`src/clock_mode_pkg.sv`:
```
package clock_mode_pkg;
  // register bus geometry
  localparam int ADDR_W = 8;
  localparam int DATA_W = 32;
  localparam logic [7:0] CTRL_OFS = 8'h00;
  localparam logic [7:0] DIV_OFS = 8'h04;
  localparam logic [7:0] STAT_OFS = 8'h08;
  localparam logic [1:0] RESP_OKAY = 2'h0;
  localparam logic [1:0] RESP_SLVERR = 2'h2;

  // control register layout
  localparam int CTRL_W = 9;
  localparam int MODE_LSB = 0;
  localparam int VARIANT_BIT = 3;
  localparam int TOE_BIT = 4;
  localparam int BCR_BIT = 5;
  localparam int ASYNC_BIT = 6;
  localparam int XT_BIT = 7;
  localparam int OSCILLATOR_POWER_DOWN_BIT = 8;
  localparam logic [CTRL_W-1:0] CTRL_RESET = 9'h100;
  localparam logic [15:0] DIV_RESET = 16'h0001;

  // clock mode field values
  localparam logic [2:0] MODE0 = 3'h0;
  localparam logic [2:0] MODE1 = 3'h1;
  localparam logic [2:0] MODE2 = 3'h2;
  localparam logic [2:0] MODE3 = 3'h3;
  localparam logic [2:0] MODE4 = 3'h4;
  localparam logic [2:0] MODE5 = 3'h5;
  localparam logic [2:0] MODE6 = 3'h6;
  localparam logic [2:0] MODE7 = 3'h7;

  // divide-by-16 and oversampling counts
  localparam logic [15:0] RATIO16 = 16'h0010;
  localparam logic [3:0] SUB_LAST = 4'hf;
  localparam logic [3:0] SAMPLE_FIRST = 4'h7;
  localparam logic [3:0] SAMPLE_MID = 4'h8;
  localparam logic [3:0] SAMPLE_LAST = 4'h9;
  localparam logic [3:0] BITS_PER_BYTE = 4'h8;

  // positions in the synchronised pin vector
  localparam int PIN_RECEIVE_CLOCK_PIN = 0;
  localparam int PIN_TRANSMIT_CLOCK_PIN = 1;
  localparam int PIN_XTAL = 2;
  localparam int PIN_CD = 3;
  localparam int PIN_RCG = 4;
  localparam int PIN_TCG = 5;
  localparam int PIN_RXD = 6;
  localparam int PIN_SLOT = 7;
  localparam int PIN_COUNT = 8;
endpackage

```
`src/tick_divider.sv`:
```
`timescale 1ns/1ns
module tick_divider import clock_mode_pkg::*; #(
  parameter int CNT_W = 16
) (
  input wire logic sys_clk,
  input wire logic rst_n,
  input wire logic [CNT_W-1:0] divisor,
  input wire logic tickIn,
  input wire logic resync,
  output logic tickOut
);
  logic [CNT_W-1:0] count;
  logic [CNT_W-1:0] last;

  if (CNT_W < 5 || CNT_W > 16) begin : g_bad_width
    $error("tick_divider width must be 5 to 16");
  end

  // a divisor of zero behaves as one, so the output never stalls
  assign last = (divisor == '0) ? '0 : CNT_W'(divisor - 1'b1);

  // resync recentres the phase, used by the recovery loop on data edges
  always_ff @(posedge sys_clk) begin
    if (!rst_n) begin
      count <= '0;
      tickOut <= 1'b0;
    end else begin
      tickOut <= 1'b0;
      if (resync) begin
        count <= divisor >> 1;
      end else if (tickIn) begin
        if (count >= last) begin
          count <= '0;
          tickOut <= 1'b1;
        end else begin
          count <= CNT_W'(count + 1'b1);
        end
      end
    end
  end
endmodule

```
`src/serial_channel_clock_mode_select.sv`:
```
`timescale 1ns/1ns
// Operation
// - mode field plus variant bit select mode
// - 0a pins clock both; 0b transmit from generator
// - 0b drives generated transmit clock when enabled
// - mode 1 receive pin clocks; strobes gate
// - transparent strobe once grants whole byte
// - mode 2 generator from receive pin, feeds loop
// - 2a transmit pin; 2b generator/16, may drive
// - 6b oscillator generator; transmit /16, receive loop
// - loop receive clock is generator divided by 16
// - async rate bit divides listed mode clocks
// - rate 16 takes three samples, majority vote
// - rate bit ignored in remaining modes
// - oscillator or crystal clock feeds each channel
// - enabled transmit pin monitors clock or slot
// - strobes, gates, sync routed per mode
// - mode 3 receive-pin generator; a loop, b direct
// - mode 4 separate clocks with per-bit gates
// - mode 6 equals mode 2 with crystal source
module serial_channel_clock_mode_select import clock_mode_pkg::*; #(
  parameter int DIV_W = 16
) (
  input wire logic sys_clk,
  input wire logic rst_n,
  input wire logic [ADDR_W-1:0] awaddr,
  input wire logic awvalid,
  output logic awready,
  input wire logic [DATA_W-1:0] wdata,
  input wire logic [3:0] wstrb,
  input wire logic wvalid,
  output logic wready,
  output logic [1:0] bresp,
  output logic bvalid,
  input wire logic bready,
  input wire logic [ADDR_W-1:0] araddr,
  input wire logic arvalid,
  output logic arready,
  output logic [DATA_W-1:0] rdata,
  output logic [1:0] rresp,
  output logic rvalid,
  input wire logic rready,
  input wire logic rxClkPin,
  input wire logic txClkIn,
  output logic txClkOut,
  output logic txClkOe,
  input wire logic crystalPin,
  input wire logic carrierDetectPin,
  input wire logic rxGatePin,
  input wire logic txGatePin,
  input wire logic rxDataPin,
  input wire logic txSlotWindowPin,
  output logic recTick,
  output logic trmTick,
  output logic rxBit,
  output logic rxBitValid,
  output logic oscEnable
);
  logic [CTRL_W-1:0] ctrl;
  logic [DIV_W-1:0] divisor;
  logic [PIN_COUNT-1:0] pinRaw, pinMeta, pinLevel, pinPrev, pinRise;
  logic [2:0] mode;
  logic variant, transmit_clock_output_enable, bit_clock_rate_div16, asyncOp, xtMode, oscillator_power_down;
  logic oscTick, brgIn, brgTick, brg16Tick, dpllTick, usesDpll, brgDirect;
  logic divRec, divTrm, recRaw, trmRaw, recPre, trmPre, recGate, trmGate;
  logic [3:0] recSub, trmSub, rxCredit, txCredit;
  logic [1:0] samples;
  logic monitorOn, slotOn;

  if (DIV_W < 5 || DIV_W > 16) begin : g_bad_div
    $error("DIV_W must be 5 to 16");
  end

  function automatic logic [31:0] applyStrobe(input logic [31:0] old, input logic [31:0] data,
                                              input logic [3:0] strb);
    logic [31:0] merged;
    merged = old;
    for (int i = 0; i < 4; i++) begin
      if (strb[i]) begin
        merged[i*8 +: 8] = data[i*8 +: 8];
      end
    end
    return merged;
  endfunction

  function automatic logic [7:0] wordAddr(input logic [ADDR_W-1:0] addr);
    return {addr[ADDR_W-1:2], 2'b00};
  endfunction

  function automatic logic isMapped(input logic [ADDR_W-1:0] addr);
    return wordAddr(addr) == CTRL_OFS || wordAddr(addr) == DIV_OFS || wordAddr(addr) == STAT_OFS;
  endfunction

  function automatic logic maj3(input logic a, input logic b, input logic c);
    return (a & b) | (a & c) | (b & c);
  endfunction

  // write channel: address and data taken together, response one cycle later
  always_ff @(posedge sys_clk) begin
    if (!rst_n) begin
      awready <= 1'b0;
      wready <= 1'b0;
      bvalid <= 1'b0;
      bresp <= RESP_OKAY;
    end else begin
      awready <= awvalid && wvalid && !awready && !bvalid;
      wready <= awvalid && wvalid && !awready && !bvalid;
      if (awready) begin
        bvalid <= 1'b1;
        bresp <= isMapped(awaddr) ? RESP_OKAY : RESP_SLVERR;
      end else if (bvalid && bready) begin
        bvalid <= 1'b0;
      end
    end
  end

  // control fields; unknown mode codes cannot occur as all eight are used
  always_ff @(posedge sys_clk) begin
    if (!rst_n) begin
      ctrl <= CTRL_RESET;
      divisor <= DIV_RESET[DIV_W-1:0];
    end else if (awready && wvalid) begin
      if (wordAddr(awaddr) == CTRL_OFS) begin
        ctrl <= CTRL_W'(applyStrobe(32'(ctrl), wdata, wstrb));
      end
      if (wordAddr(awaddr) == DIV_OFS) begin
        divisor <= DIV_W'(applyStrobe(32'(divisor), wdata, wstrb));
      end
    end
  end

  // read channel: data one cycle after the address is taken
  always_ff @(posedge sys_clk) begin
    if (!rst_n) begin
      arready <= 1'b0;
      rvalid <= 1'b0;
      rdata <= 32'h0;
      rresp <= RESP_OKAY;
    end else begin
      arready <= arvalid && !arready && !rvalid;
      if (arready) begin
        rvalid <= 1'b1;
        rresp <= isMapped(araddr) ? RESP_OKAY : RESP_SLVERR;
        case (wordAddr(araddr))
          CTRL_OFS: rdata <= 32'(ctrl);
          DIV_OFS: rdata <= 32'(divisor);
          STAT_OFS: rdata <= {16'h0, recSub, oscEnable, txClkOe, txClkOut, rxBit, pinLevel};
          default: rdata <= 32'h0;
        endcase
      end else if (rvalid && rready) begin
        rvalid <= 1'b0;
      end
    end
  end

  assign mode = ctrl[MODE_LSB +: 3];
  assign variant = ctrl[VARIANT_BIT];
  assign transmit_clock_output_enable = ctrl[TOE_BIT];
  assign bit_clock_rate_div16 = ctrl[BCR_BIT];
  assign asyncOp = ctrl[ASYNC_BIT];
  assign xtMode = ctrl[XT_BIT];
  assign oscillator_power_down = ctrl[OSCILLATOR_POWER_DOWN_BIT];

  // every pin is foreign to sys_clk: two flops, then a third for edge detect
  assign pinRaw = {txSlotWindowPin, rxDataPin, txGatePin, rxGatePin, carrierDetectPin,
                   crystalPin, txClkIn, rxClkPin};
  always_ff @(posedge sys_clk) begin
    if (!rst_n) begin
      pinMeta <= '0;
      pinLevel <= '0;
      pinPrev <= '0;
    end else begin
      pinMeta <= pinRaw;
      pinLevel <= pinMeta;
      pinPrev <= pinLevel;
    end
  end
  assign pinRise = pinLevel & ~pinPrev;

  // crystal edges count only while the oscillator is powered
  assign oscTick = pinRise[PIN_XTAL] && !oscillator_power_down;
  assign usesDpll = mode == MODE2 || mode == MODE6 || ((mode == MODE3 || mode == MODE7) && !variant);
  assign brgDirect = (mode == MODE3 || mode == MODE7) && variant;

  // generator source: crystal side for 0b/6/7, receive pin for 2/3
  always_comb begin
    case (mode)
      MODE0: brgIn = variant && oscTick;
      MODE2, MODE3: brgIn = pinRise[PIN_RECEIVE_CLOCK_PIN];
      MODE6, MODE7: brgIn = oscTick;
      default: brgIn = 1'b0;
    endcase
  end

  tick_divider #(.CNT_W(DIV_W)) brgDiv (
    .sys_clk(sys_clk),
    .rst_n(rst_n),
    .divisor(divisor),
    .tickIn(brgIn),
    .resync(1'b0),
    .tickOut(brgTick)
  );

  // loop runs 16x from the generator, recentred on each data edge
  tick_divider #(.CNT_W(DIV_W)) dpllDiv (
    .sys_clk(sys_clk),
    .rst_n(rst_n),
    .divisor(RATIO16[DIV_W-1:0]),
    .tickIn(brgTick),
    .resync(usesDpll && (pinLevel[PIN_RXD] != pinPrev[PIN_RXD])),
    .tickOut(dpllTick)
  );

  tick_divider #(.CNT_W(DIV_W)) brg16Div (
    .sys_clk(sys_clk),
    .rst_n(rst_n),
    .divisor(RATIO16[DIV_W-1:0]),
    .tickIn(brgTick),
    .resync(1'b0),
    .tickOut(brg16Tick)
  );

  // source of the receive and transmit domain ticks per mode
  always_comb begin
    recRaw = 1'b0;
    trmRaw = 1'b0;
    case (mode)
      MODE0: begin
        recRaw = pinRise[PIN_RECEIVE_CLOCK_PIN];
        trmRaw = variant ? brgTick : pinRise[PIN_TRANSMIT_CLOCK_PIN];
      end
      MODE1: begin
        recRaw = pinRise[PIN_RECEIVE_CLOCK_PIN];
        trmRaw = pinRise[PIN_RECEIVE_CLOCK_PIN];
      end
      MODE2, MODE6: begin
        recRaw = dpllTick;
        trmRaw = variant ? brg16Tick : pinRise[PIN_TRANSMIT_CLOCK_PIN];
      end
      MODE3, MODE7: begin
        recRaw = variant ? brgTick : dpllTick;
        trmRaw = variant ? brgTick : dpllTick;
      end
      MODE4: begin
        recRaw = pinRise[PIN_RECEIVE_CLOCK_PIN];
        trmRaw = pinRise[PIN_TRANSMIT_CLOCK_PIN];
      end
      MODE5: begin
        recRaw = pinRise[PIN_RECEIVE_CLOCK_PIN];
        trmRaw = variant ? pinRise[PIN_TRANSMIT_CLOCK_PIN] : pinRise[PIN_RECEIVE_CLOCK_PIN];
      end
      default: begin
        recRaw = 1'b0;
        trmRaw = 1'b0;
      end
    endcase
  end

  // rate bit only acts in async operation and only in the listed modes
  assign divRec = asyncOp && bit_clock_rate_div16 && (mode == MODE0 || mode == MODE1 || brgDirect);
  assign divTrm = asyncOp && bit_clock_rate_div16 && (mode == MODE1 || brgDirect);

  // sub-bit phase counters; the receive one also times the samples
  always_ff @(posedge sys_clk) begin
    if (!rst_n) begin
      recSub <= 4'h0;
      trmSub <= 4'h0;
    end else begin
      if (recRaw) begin
        recSub <= 4'(recSub + 1'b1);
      end
      if (trmRaw) begin
        trmSub <= 4'(trmSub + 1'b1);
      end
    end
  end
  assign recPre = divRec ? (recRaw && recSub == SUB_LAST) : recRaw;
  assign trmPre = divTrm ? (trmRaw && trmSub == SUB_LAST) : trmRaw;

  // byte credit: one strobe edge in transparent mode opens eight bits
  always_ff @(posedge sys_clk) begin
    if (!rst_n) begin
      rxCredit <= 4'h0;
      txCredit <= 4'h0;
    end else begin
      if (mode == MODE1 && xtMode && pinRise[PIN_CD] && rxCredit == 4'h0) begin
        rxCredit <= BITS_PER_BYTE;
      end else if (recPre && rxCredit != 4'h0) begin
        rxCredit <= 4'(rxCredit - 1'b1);
      end
      if (mode == MODE1 && xtMode && pinRise[PIN_TRANSMIT_CLOCK_PIN] && txCredit == 4'h0) begin
        txCredit <= BITS_PER_BYTE;
      end else if (trmPre && txCredit != 4'h0) begin
        txCredit <= 4'(txCredit - 1'b1);
      end
    end
  end

  // strobes in mode 1, per-bit gates in mode 4; slot strobes live elsewhere
  always_comb begin
    case (mode)
      MODE1: begin
        recGate = xtMode ? (rxCredit != 4'h0) : pinLevel[PIN_CD];
        trmGate = xtMode ? (txCredit != 4'h0) : pinLevel[PIN_TRANSMIT_CLOCK_PIN];
      end
      MODE4: begin
        recGate = pinLevel[PIN_RCG];
        trmGate = pinLevel[PIN_TCG];
      end
      default: begin
        recGate = 1'b1;
        trmGate = 1'b1;
      end
    endcase
  end

  always_ff @(posedge sys_clk) begin
    if (!rst_n) begin
      recTick <= 1'b0;
      trmTick <= 1'b0;
      oscEnable <= 1'b0;
    end else begin
      recTick <= recPre && recGate;
      trmTick <= trmPre && trmGate;
      oscEnable <= !oscillator_power_down;
    end
  end

  // three mid-bit samples, vote on the third; plain sample at rate 1
  always_ff @(posedge sys_clk) begin
    if (!rst_n) begin
      samples <= 2'b00;
      rxBit <= 1'b0;
      rxBitValid <= 1'b0;
    end else begin
      rxBitValid <= 1'b0;
      // samples track the line at rate 1 too, so a switch to rate 16 never votes on stale bits
      if (recRaw && recGate && recSub == SAMPLE_FIRST) begin
        samples[0] <= pinLevel[PIN_RXD];
      end
      if (recRaw && recGate && recSub == SAMPLE_MID) begin
        samples[1] <= pinLevel[PIN_RXD];
      end
      if (divRec && recRaw && recGate) begin
        if (recSub == SAMPLE_LAST) begin
          rxBit <= maj3(samples[0], samples[1], pinLevel[PIN_RXD]);
          rxBitValid <= 1'b1;
        end
      end else if (!divRec && recPre && recGate) begin
        rxBit <= pinLevel[PIN_RXD];
        rxBitValid <= 1'b1;
      end
    end
  end

  // transmit pin drive: clock monitor in generated modes, slot window in 5a
  assign monitorOn = transmit_clock_output_enable && ((mode == MODE0 && variant) || ((mode == MODE2 || mode == MODE6) && variant)
                     || mode == MODE3 || mode == MODE7);
  assign slotOn = transmit_clock_output_enable && mode == MODE5 && !variant;

  // square wave toggles once per domain tick, so it runs at half the tick rate
  always_ff @(posedge sys_clk) begin
    if (!rst_n) begin
      txClkOe <= 1'b0;
      txClkOut <= 1'b0;
    end else begin
      txClkOe <= monitorOn || slotOn;
      if (slotOn) begin
        txClkOut <= !pinLevel[PIN_SLOT];
      end else if (monitorOn && trmPre) begin
        txClkOut <= !txClkOut;
      end else if (!monitorOn) begin
        txClkOut <= 1'b0;
      end
    end
  end

  chk_mode0a_rx: assert property (@(posedge sys_clk) disable iff (!rst_n)
    (mode == MODE0 && !variant && !divRec && pinRise[PIN_RECEIVE_CLOCK_PIN]) |=> recTick)
    else $error("mode 0a receive edge did not tick");
  chk_mode0a_tx: assert property (@(posedge sys_clk) disable iff (!rst_n)
    (mode == MODE0 && !variant && pinRise[PIN_TRANSMIT_CLOCK_PIN]) |=> trmTick)
    else $error("mode 0a transmit edge did not tick");
  chk_transmit_clock_pin_drive: assert property (@(posedge sys_clk) disable iff (!rst_n)
    (mode == MODE0 && variant && transmit_clock_output_enable) ##1 (mode == MODE0 && variant && transmit_clock_output_enable) |-> txClkOe)
    else $error("generated transmit clock not driven");
  chk_strobe_block: assert property (@(posedge sys_clk) disable iff (!rst_n)
    (mode == MODE1 && !xtMode && !divRec && pinRise[PIN_RECEIVE_CLOCK_PIN] && !pinLevel[PIN_CD]) |=> !recTick)
    else $error("receive tick without strobe");
  chk_byte_credit: assert property (@(posedge sys_clk) disable iff (!rst_n)
    (mode == MODE1 && xtMode && pinRise[PIN_CD] && rxCredit == 4'h0) |=> rxCredit == BITS_PER_BYTE)
    else $error("strobe did not open a byte");
  chk_mode2b_tx: assert property (@(posedge sys_clk) disable iff (!rst_n)
    (mode == MODE2 && variant && brg16Tick) |=> trmTick)
    else $error("mode 2b transmit not from generator/16");
  chk_mode6b_rx: assert property (@(posedge sys_clk) disable iff (!rst_n)
    (mode == MODE6 && variant && dpllTick) |=> recTick)
    else $error("mode 6b receive not from recovery loop");
  chk_bcr_div: assert property (@(posedge sys_clk) disable iff (!rst_n)
    (divRec && recRaw && recSub != SUB_LAST) |=> !recTick)
    else $error("receive tick not divided by 16");
  chk_majority: assert property (@(posedge sys_clk) disable iff (!rst_n)
    (divRec && recRaw && recGate && recSub == SAMPLE_LAST)
    |=> rxBitValid && rxBit == maj3($past(samples[0]), $past(samples[1]), $past(pinLevel[PIN_RXD])))
    else $error("majority vote wrong");
  chk_gate_mode4: assert property (@(posedge sys_clk) disable iff (!rst_n)
    (mode == MODE4 && pinRise[PIN_RECEIVE_CLOCK_PIN] && pinLevel[PIN_RCG]) |=> recTick)
    else $error("mode 4 gated receive tick lost");
endmodule

```
`config.mk`:
```
export PLATFORM = sky130hd
export DESIGN_NAME = serial_channel_clock_mode_select
export DESIGN_NICKNAME = d
export VERILOG_FILES = /design/src/clock_mode_pkg.sv /design/src/tick_divider.sv /design/src/serial_channel_clock_mode_select.sv
export SDC_FILE = /design/constraint.sdc
export NUM_CORES = 1
export LEC_CHECK = 0
export BUFFER_PORTS_ARGS = -buffer_cell sky130_fd_sc_hd__buf_2
export CORE_MARGIN = 2
export CORE_UTILIZATION = 55
export DETAILED_ROUTE_END_ITERATION = 10
export PLACE_DENSITY = 0.86
export SYNTH_ARGS = -nofsm -noshare
export SYNTH_HDL_FRONTEND = slang
export SYNTH_HIERARCHICAL = 1
export SYNTH_SLANG_ARGS = --single-unit
```
`constraint.sdc`:
```
create_clock -name sys_clk -period 7.08 [get_ports sys_clk]
set_clock_uncertainty 0.2 [all_clocks]
set_input_delay 1.062 -clock sys_clk [delete_from_list [all_inputs] [get_ports sys_clk]]
set_output_delay 1.062 -clock sys_clk [all_outputs]
set_load 0.02 [all_outputs]
```
[Yosys cells after proc, flatten, opt, wreduce, memory -nomap -nowiden]
Index checks and enable logic that the tools add are counted.
Cells by class
  equal/unequal tests: 19
  bitwise gates (word level): 9
  reduce and logical (&&, ||, !) cells: 93
  order comparisons: 3
  muxes and demuxes: 42
  add/subtract/negate cells: 8
Operator list (count)
  16-bit two-way mux: 4
  16-bit by 1-bit adder with 16-bit output (second input constant): 3
  16-bit case mux with 3 select lines: 1
  1-bit logical AND: 40
  16-bit by 4-bit greater-or-equal comparator with 1-bit output (second input constant): 2
  1-bit two-way mux: 24
  4-bit two-way mux: 6
  4-bit equality test (second input constant): 4
  16-bit greater-or-equal comparator: 1
  16-bit logical NOT: 1
  16-bit by 1-bit subtractor with 16-bit output (second input constant): 1
  1-bit logical OR: 14
  2-bit OR reduction: 7
  3-bit equality test (second input constant): 4
  6-bit by 1-bit equality test with 1-bit output (second input constant): 2
  6-bit by 2-bit equality test with 1-bit output (second input constant): 2
  6-bit logical NOT: 2
  3-bit AND reduction: 4
  2-bit nonzero test: 6
  1-bit logical NOT: 9
  4-bit by 1-bit adder with 4-bit output (second input constant): 2
  4-bit logical NOT: 2
  4-bit nonzero test: 2
  4-bit by 1-bit subtractor with 4-bit output (second input constant): 2
  19 further kinds: 29
Storage, ports and cells
  input bits: 67
  register bits: 164
  logic and storage cells: 210

[Logic depth before layout (Yosys ltp)]
Gate-level depths: netlist (run 1).
  word-level depth: 10
  depth in mapped cells: 14

[Cells and area by module]
The synthesis (run 1) kept the hierarchy.
By module, submodules not included
  serial_channel_clock_mode_select: cells each 450, area an instance 4116.4 um^2, instances 1, seq. area each 1861.8 um^2
  tick_divider (dpllDiv): cells each 213, area an instance 1692.9 um^2, instances 1, seq. area each 340.3 um^2
  tick_divider (brgDiv): cells each 217, area an instance 1666.6 um^2, instances 1, seq. area each 340.3 um^2
  tick_divider (brg16Div): cells each 213, area an instance 1651.6 um^2, instances 1, seq. area each 340.3 um^2

[Worst setup path after synthesis (run 1)]
Ideal clock, no wire load.
  kind: reg2reg
  start: register divisor[11]
  end: register brgDiv.count[12]
  cell stages (with the launch flop): 14
  buffers on the path: 3
  setup slack: 3.918 ns
  period minus slack after synthesis: 3.162 ns
  library setup time: 0.076 ns
  arrival time: 2.886 ns
  cells stage by stage: dfxtp_1 > or3_1 > or2_1 > or3_1 > buf_6 > buf_6 > nand2_1 > ha_1 > a21oi_1 > nand2_1 > a221oi_1 > nand4_1 > buf_2 > o22ai_1
On the way
  word-level cells in the longest chain between the ends: 4
  elaborated cells on any way between the ends: 5
  classes of those cells: add/sub: 1; order compare: 1; mux: 2; reduce/logical: 1
Ends and longest elaborated chain
  start, declared: line serial_channel_clock_mode_select.sv:60  | logic [DIV_W-1:0] divisor;
  start signal, assigned: line serial_channel_clock_mode_select.sv:121  | divisor <= DIV_RESET[DIV_W-1:0];
  start signal, assigned: line serial_channel_clock_mode_select.sv:127  | divisor <= DIV_W'(applyStrobe(32'(divisor), wdata, wstrb));
  16-bit by 1-bit subtractor with 16-bit output / 16-bit logical NOT (equally long branches): line tick_divider.sv:20  | assign last = (divisor == '0) ? '0 : CNT_W'(divisor - 1'b1);
  16-bit two-way mux (*): line tick_divider.sv:20
  16-bit greater-or-equal comparator (*): line tick_divider.sv:32  | if (count >= last) begin
  16-bit two-way mux (*): line tick_divider.sv:32
  end signal, assigned: line tick_divider.sv:30  | count <= divisor >> 1;
  end signal, assigned: line tick_divider.sv:36  | count <= CNT_W'(count + 1'b1);
  end, declared: line tick_divider.sv:12  | logic [CNT_W-1:0] count;
Every way passes the cells marked *; elsewhere a longest branch is shown, timed or not.
A chain may end at the register's enable or synchronous reset.

[Worst setup path after layout (run 1)]
  start: register divisor[13]
  end: register brgDiv.count[0]
The elaborated chain is that of the path after synthesis.

==> results_dict.tcl, run 1 <==
set metrics [dict create \
    outcome "finished, final reports clean" \
    fin_util_pct 65.0 \
    most_frequent_cells_in_the_layout "160 x conb_1, 144 x dfxtp_1, 116 x nand2_1, 88 x nor2_1, 80 x a21oi_1" \
    die_height_um 133 \
    synth-seq-area-share_pct 31.6 \
    setup_repair_after_global_routing_missed_its_margin "false" \
    wire_length_of_the_first_global_routing_pass_um 35500 \
    num_vias 8196 \
    antenna-diode-count 0 \
    placementRows 47 \
    hold_class "reg2reg" \
    chipWidth_um 133 \
    crit_path_frequent_cell "or3_1" \
    timing.final.crit_share_pct 58.2 \
    cpLargestDelayFamily "simple AND/OR/NAND/NOR gates" \
    synth.area.top_cells "dfxtp_1 32%, ha_1 8.6%, nand2_1 4.8%" \
    ys_dominant_reg_cell "dfxtp_1" \
    worst_setup_path_startpoint "divisor[13]" \
    ant_nets 0 \
    min_path_cells 1 \
    postCtsSetupRepairBufs 0 \
    multi_input_gate_area_in_the_final_layout_sq_um 6340 \
    critical_path.reg2reg.endpoint "brgDiv/count[0]" \
    postSynthRegisterBits 144 \
    async_flop_share_pct 0 \
    finalSetupViolCount 0 \
    io_buffer_count 74 \
    cts.path.max_buffers 2 \
    synth.largest_area_cell "dfxtp_1" \
    via_count_of_the_first_global_routing_pass 7867 \
    synth_largest_type_area_fraction_pct 31.6 \
    timing.hold.worst.start "pinMeta[5]" \
    fin_crit_ns 4.12 \
    fillerInstances 1353 \
    totalWireLength_um 21100 \
    reg2reg_setup_slack_ns 2.96 \
    syn2layout_area_growth_pct 16.9 \
    maxCapViolations 0 \
    startpoint_type "register" \
    critical_path_required_ns 7.20 \
    cp.arrival_ns 4.24 \
    clock_sink_count 144 \
    leading_cell_type_in_the_layout_fill_and_taps_excluded "conb_1" \
    gr-total-overflow 0 \
    layout_cell_share_with_drive_strength_beyond_1_pct 11.4 \
    routed_via_density 5.41 \
    crit-reg2reg-launch "divisor[13]" \
    insertion_delay_ns 0.43 \
    drc 0 \
    cts_resized 0 \
    antenna_violations_before_repair 0 \
    worst_path_largest_cell_delay_ns 0.65 \
    clkSlewWorstSetupHoldPaths_ns 0.06 \
    cts_inserted_buffers 17 \
    worst-setup-path-type "reg2reg" \
    reg2reg_depth 10 \
    grt_start_max_net_pins 43 \
    cts.root.buffer_cell "clkbuf_16" \
    critical_path.slowest_cell "nand4_1" \
    drt_iter0_drc 541 \
    total_leakage_power_nw 4.60 \
    worst_ir_drop_vdd_mv 0.162 \
    area_taken_by_flip_flops_and_latches_sq_um 2880 \
    cellPowerDensity_nw_per_um2 183 \
    route.detailed.wl_per_inst_um 14.0 \
    initial_drt_pass_iterations 5 \
    postSynthCellCount 1093 \
    cp_num_buf_inv 0 \
    top_level_ports 115 \
    grt_util_all_layers_pct 24.3 \
    syn_avg_cell_area_sq_um 8.35 \
    timing.critical_path.cells "or3_1, or2_1, or3_1, and2_2, ha_1, nor2_1, a21oi_1, o311ai_1, nand4_1, o22ai_1" \
    yosysWarnings 6 \
    slew-limit-headroom_pct 27.8 \
    globalplace.congestion 0.833 \
    synth_enable_flop_cells 0 \
    tritoncts_clock_tree "yes" \
    finalMaxSlewViolations 0 \
    timing.fmax_mhz 243 \
    hold_viol_final 0 \
    die-area_sq_um 17600 \
    crit_path_max_fanout 16 \
    holdBufCountCts 0 \
    cts_htree_levels 4 \
    start_util_pct 55.6 \
    num-nets-final 1411 \
    min_delay_worst_endpoint "pinLevel[5]" \
    core_sq_um 16400 \
    worst_setup_path_end_kind "register" \
    tightestPinTransition_ns 1.08 \
    fin_setup_tns_ns 0 \
    synth_cell_types 78 \
    netlist_area_sq_um 9130 \
    dp_hpwl_um 15100 \
]
-- cell families after synthesis --
family                   after synthesis  share of synthesized area, %
AO/OA/AOI/OAI                        212                          14.6
XOR/XNOR                              89                          8.54
adder cells (fa/ha/maj)               63                          8.64
buffers and inverters                101                          5.46
flip-flops                           144                          31.6
multiplexers                          39                          4.28
other                                  2                        0.0823
AND/OR/NAND/NOR                      443                          26.9
-- per-layer routing --
| metal | track usage (%) | up-vias | share of wire [%] |
|---|---|---|---|
| met5 | 0 | - | 0 |
| met4 | 11.6 | 0 | 2.9 |
| met3 | 4.90 | 60 | 5.8 |
| met2 | 44.1 | 267 | 51 |
| met1 | 27.2 | 3775 | 40 |
| li1 | - | 4094 | - |
-- cell usage after synthesis, types with 5 or more instances --
master    number
a21oi_1       80
a22oi_1        9
a31oi_1        5
and2_1        23
and3_1         7
and4_1         6
buf_2         11
buf_4         20
clkbuf_1      30
dfxtp_1      144
ha_1          63
inv_1         32
mux2i_1       39
nand2_1      116
nand2b_1      10
nand3_1       35
nand3b_1       6
nand4_1       15
nor2_1        88
nor2b_1        6
nor3_1        29
nor3b_1       49
o211ai_1       5
o21ai_0       31
o22ai_1       46
or3_1          7
xnor2_1       41
xor2_1        48
-- through the flow --
stage | instances | area, sq um | hold slack (ns) | power [mW] | setup slack, ns
3_5_place_dp | 1482 | 10000 | 0.220 | 0.994 | 3.13
3_3_place_gp | 1482 | 10000 | 0.217 | 0.989 | 3.27
4_1_cts | 1514 | 10700 | 0.233 | 1.96 | 3.00
6_report | 1514 | 10700 | 0.227 | 1.96 | 2.96
5_1_grt | 1514 | 10700 | 0.242 | 2.02 | 2.71
2_1_floorplan | 1251 | 9720 | 0.212 | 0.968 | 3.92
-- state kept, by name, indices dropped and copies added, names as in the netlist, 5 cells and up --
register	count
dpllDiv/count	16
pinMeta	8
brgDiv/count	16
rdata	16
ctrl	9
pinLevel	8
brg16Div/count	16
divisor	16
pinPrev	5
-- power by group --
| group | internal (mW) | total, mW | switching, mW |
|---|---|---|---|
| sequential | 0.823 | 0.837 | 0.0132 |
| combinational | 0.0544 | 0.147 | 0.0931 |
| clock | 0.605 | 0.971 | 0.366 |
| total | 1.48 | 1.96 | 0.472 |
-- area by class of cell --
cell class                 count  share of cell area [%]
clock buffer                  18                    4.12
clock inverter                14                    1.89
inverter                      34                    1.20
multi-input combinational   1006                    59.4
sequential                   144                    27.0
tap                          220                    2.58
timing repair buffer          78                    3.75
-- worst max path at each step --
stage	cells after the start	end	slack (ns)
6_report	10	brgDiv/count[0]	2.96
5_1_grt	10	brgDiv/count[10]	2.71
4_1_cts	10	brgDiv/count[0]	3.00
3_5_place_dp	10	brgDiv/count[0]	3.13
3_3_place_gp	10	brgDiv/count[0]	3.27
2_1_floorplan	13	brgDiv/count[12]	3.92
(Power assumes the default switching activity.)
==> run 2: changes to the inputs <==
--- a/config.mk
+++ b/config.mk
@@ -5,11 +5,12 @@
 export SDC_FILE = /design/constraint.sdc
 export NUM_CORES = 1
 export LEC_CHECK = 0
+export ABC_AREA = 1
 export BUFFER_PORTS_ARGS = -buffer_cell sky130_fd_sc_hd__buf_2
 export CORE_MARGIN = 2
-export CORE_UTILIZATION = 55
+export CORE_UTILIZATION = 54
 export DETAILED_ROUTE_END_ITERATION = 10
-export PLACE_DENSITY = 0.86
+export PLACE_DENSITY = 0.88
 export SYNTH_ARGS = -nofsm -noshare
 export SYNTH_HDL_FRONTEND = slang
 export SYNTH_HIERARCHICAL = 1
==> constraint.sdc (replaced) <==
create_clock -name sys_clk -period 3.6 [get_ports sys_clk]
set_clock_uncertainty 0.2 [all_clocks]
set_input_delay 0.54 -clock sys_clk [delete_from_list [all_inputs] [get_ports sys_clk]]
set_output_delay 0.54 -clock sys_clk [all_outputs]
set_load 0.02 [all_outputs]
==> run 2 against run 1 <==
Against the previous run:
- setup slack got worse by 2.6 ns
- final cell count increased by 25%
- design area increased by 6.6%
- die area increased by 9.8%
- non-clock buffer count increased by 5
- critical path type unchanged
==> results_dict.tcl, run 2 <==
set metrics [dict create \
    synth_largest_type_area_fraction_pct 29.2 \
    outcome "finished, final reports clean" \
    min_delay_worst_endpoint "bvalid" \
    cts_inserted_buffers 17 \
    slew-limit-headroom_pct 36.4 \
    fin_setup_tns_ns 0 \
    core_sq_um 18000 \
    route.detailed.wl_per_inst_um 13.3 \
    holdBufCountCts 0 \
    antenna_violations_before_repair 5 \
    num_vias 10000 \
    clkSlewWorstSetupHoldPaths_ns 0.06 \
    cts_resized 0 \
    finalMaxSlewViolations 0 \
    synth_enable_flop_cells 0 \
    most_numerous_cell_in_the_yosys_netlist "nand2_1" \
    worst_ir_drop_vdd_mv 0.349 \
    maxCapViolations 0 \
    num-nets-final 1777 \
    timing.fmax_mhz 311 \
    grt_util_all_layers_pct 25.6 \
    timing.hold.worst.start "bready" \
    synth.largest_area_cell "dfxtp_1" \
    yosysWarnings 6 \
    postSynthCellCount 1463 \
    hold_viol_final 0 \
    synth_top_family_by_area "simple AND/OR/NAND/NOR gates" \
    drc 0 \
    synth_cell_types 51 \
    reg2reg_setup_slack_ns 0.38 \
    met1_length_um 10400 \
    globalplace.congestion 0.934 \
    hold_class "in2reg" \
    synth_mux_area_share_pct 0 \
    route.met3.wl_um 2020 \
    synth_commonest_cells "300 x nand2_1, 195 x inv_1, 156 x nor2_1" \
    critical_path.reg2reg.endpoint "brgDiv/count[9]" \
    worst-setup-path-type "reg2reg" \
    start_util_pct 54.9 \
    ys_dominant_reg_cell "dfxtp_1" \
    setup_repair_after_global_routing_missed_its_margin "false" \
    chipWidth_um 139 \
    clock_power_share_pct 48.2 \
    internal_power_mw 2.83 \
    placed_cell_area_sq_um 10800 \
    worst_setup_path_end_kind "register" \
    postCtsSetupRepairBufs 0 \
    cp.arrival_ns 3.37 \
    leading_cell_type_in_the_layout_fill_and_taps_excluded "nand2_1" \
    layout_cell_share_with_drive_strength_beyond_1_pct 11.7 \
    gr-total-overflow 0 \
    grt_start_max_net_pins 31 \
    synthAdderAreaFrac_pct 7.99 \
    startpoint_type "register" \
    cts.root.buffer_cell "clkbuf_16" \
    netlist_area_sq_um 9870 \
    crit-reg2reg-launch "divisor[7]" \
    met2WireLength_um 12100 \
    drt_iter0_drc 757 \
    totalWireLength_um 25100 \
    syn_avg_cell_area_sq_um 6.74 \
    tritoncts_clock_tree "yes" \
    cellPowerDensity_nw_per_um2 335 \
    synth_compound_area_share_pct 16.5 \
    clock_sink_count 144 \
    power.combinational.fraction_pct 8.6 \
    io_buffer_count 74 \
    die_height_um 139 \
    crit_path_max_fanout 13 \
    dp_hpwl_um 18400 \
    async_flop_share_pct 0 \
    total_leakage_power_nw 5.23 \
    routed_via_density 5.29 \
    timing.final.crit_share_pct 89.4 \
    critical_path_required_ns 3.75 \
    die-area_sq_um 19400 \
    most_frequent_cells_in_the_layout "300 x nand2_1, 195 x inv_1, 156 x nor2_1, 144 x dfxtp_1, 141 x conb_1" \
    postSynthRegisterBits 144 \
    finalSetupViolCount 0 \
    synth-seq-area-share_pct 29.2 \
    insertion_delay_ns 0.43 \
    top_layer_used "met4" \
    fin_crit_ns 3.22 \
    switching_share_pct 25.7 \
    cts.path.max_buffers 2 \
    synth.area.top_cells "dfxtp_1 29%, nand2_1 11%, ha_1 8.0%" \
    ant_nets 0 \
    synth-xor-area-share_pct 2.84 \
    syn2layout_area_growth_pct 15.3 \
    reg2reg_depth 15 \
    final_area_sq_um 11400 \
    via_count_of_the_first_global_routing_pass 9243 \
    cts_htree_levels 4 \
    placementRows 49 \
    top_level_ports 115 \
    min_path_cells 2 \
    seq_power_share_pct 43.2 \
    synth_simple_gate_area_share_pct 31.6 \
    p_sw_mw 0.979 \
    wire_length_of_the_first_global_routing_pass_um 41700 \
    tightestPinTransition_ns 0.950 \
    initial_drt_pass_iterations 6 \
]
[run 2: cell types whose count changed after synthesis, sizes merged, moves of 34 or more]
cell	change
inv	+177
nor3b	-45
nand3	+52
nor2	+87
a21oi	+43
mux2i	-39
o21ai	+45
nand2	+191
o22ai	-34
[run 2: through the flow]
stage                     std cells  util, %  power [mW]  worst slack [ns]  hold slack [ns]
after detailed placement       1857     59.9        1.99             0.439            0.196
after global placement         1857     59.9        1.97             0.573            0.203
after floorplan                1602        -        1.93             0.986            0.190
after CTS                      1888     63.3        3.80             0.415           0.0712
final                          1892     63.3        3.81             0.381           0.0795
after global routing           1890     63.3        3.93            0.0622           0.0776
[run 2: power groups by stage]
stage | clock, mW | combinational, mW | sequential [mW]
3_3_place_gp | 0 | 0.294 | 1.68
5_1_grt | 1.91 | 0.374 | 1.65
4_1_cts | 1.84 | 0.307 | 1.65
2_1_floorplan | 0 | 0.251 | 1.68
3_5_place_dp | 0 | 0.304 | 1.68
6_report | 1.84 | 0.326 | 1.65
[run 2: logic make-up (layout without fill, tap and decap cells)]
kind of cell	Yosys count	in the layout
buf+inv	269	326
other cells	2	145
flops	144	144
simple gates	669	669
fa+ha+maj	63	63
compound gates	284	284
xor+xnor	32	32
[run 2: how the worst max path moves through the flow]
stage / startpoint / endpoint / slack [ns] / depth (start not counted)
finish: divisor[7] / brgDiv/count[9] / 0.38 / 15
global route: divisor[7] / brgDiv/count[9] / 0.06 / 15
CTS: divisor[11] / brgDiv/count[9] / 0.42 / 15
detailed placement: divisor[11] / brgDiv/count[9] / 0.44 / 15
global placement: ctrl[1] / brgDiv/count[12] / 0.57 / 15
floorplan: divisor[1] / brgDiv/count[6] / 0.99 / 15
[run 2: layer usage]
layer | up-vias | global-route usage (%)
met2 | 386 | 44.8
met5 | - | 0
li1 | 5047 | -
met4 | 0 | 8.24
met3 | 66 | 6.53
met1 | 4510 | 30.8
[run 2: layout make-up]
cell class | count | area, sq um
antenna | 4 | 10.0
inverter | 212 | 801
clock inverter | 13 | 176
fill | 1506 | 6590
tap | 229 | 287
timing repair buffer | 83 | 438
multi-input combinational | 1189 | 6350
sequential | 144 | 2880
clock buffer | 18 | 429
[run 2: critical path: stages, from the launching register on]
cell and delay [ns]:
dfxtp_1 0.43, nor2_1 0.25, nand2_1 0.12, inv_1 0.08, nand2_1 0.07, inv_1 0.07
nand4_1 0.31, nand3_1 0.23, ha_1 0.27, a21oi_1 0.14, o21ai_0 0.11, a21oi_1 0.18
nand2_1 0.13, nor2_4 0.29, nand2_1 0.11, a21oi_1 0.15
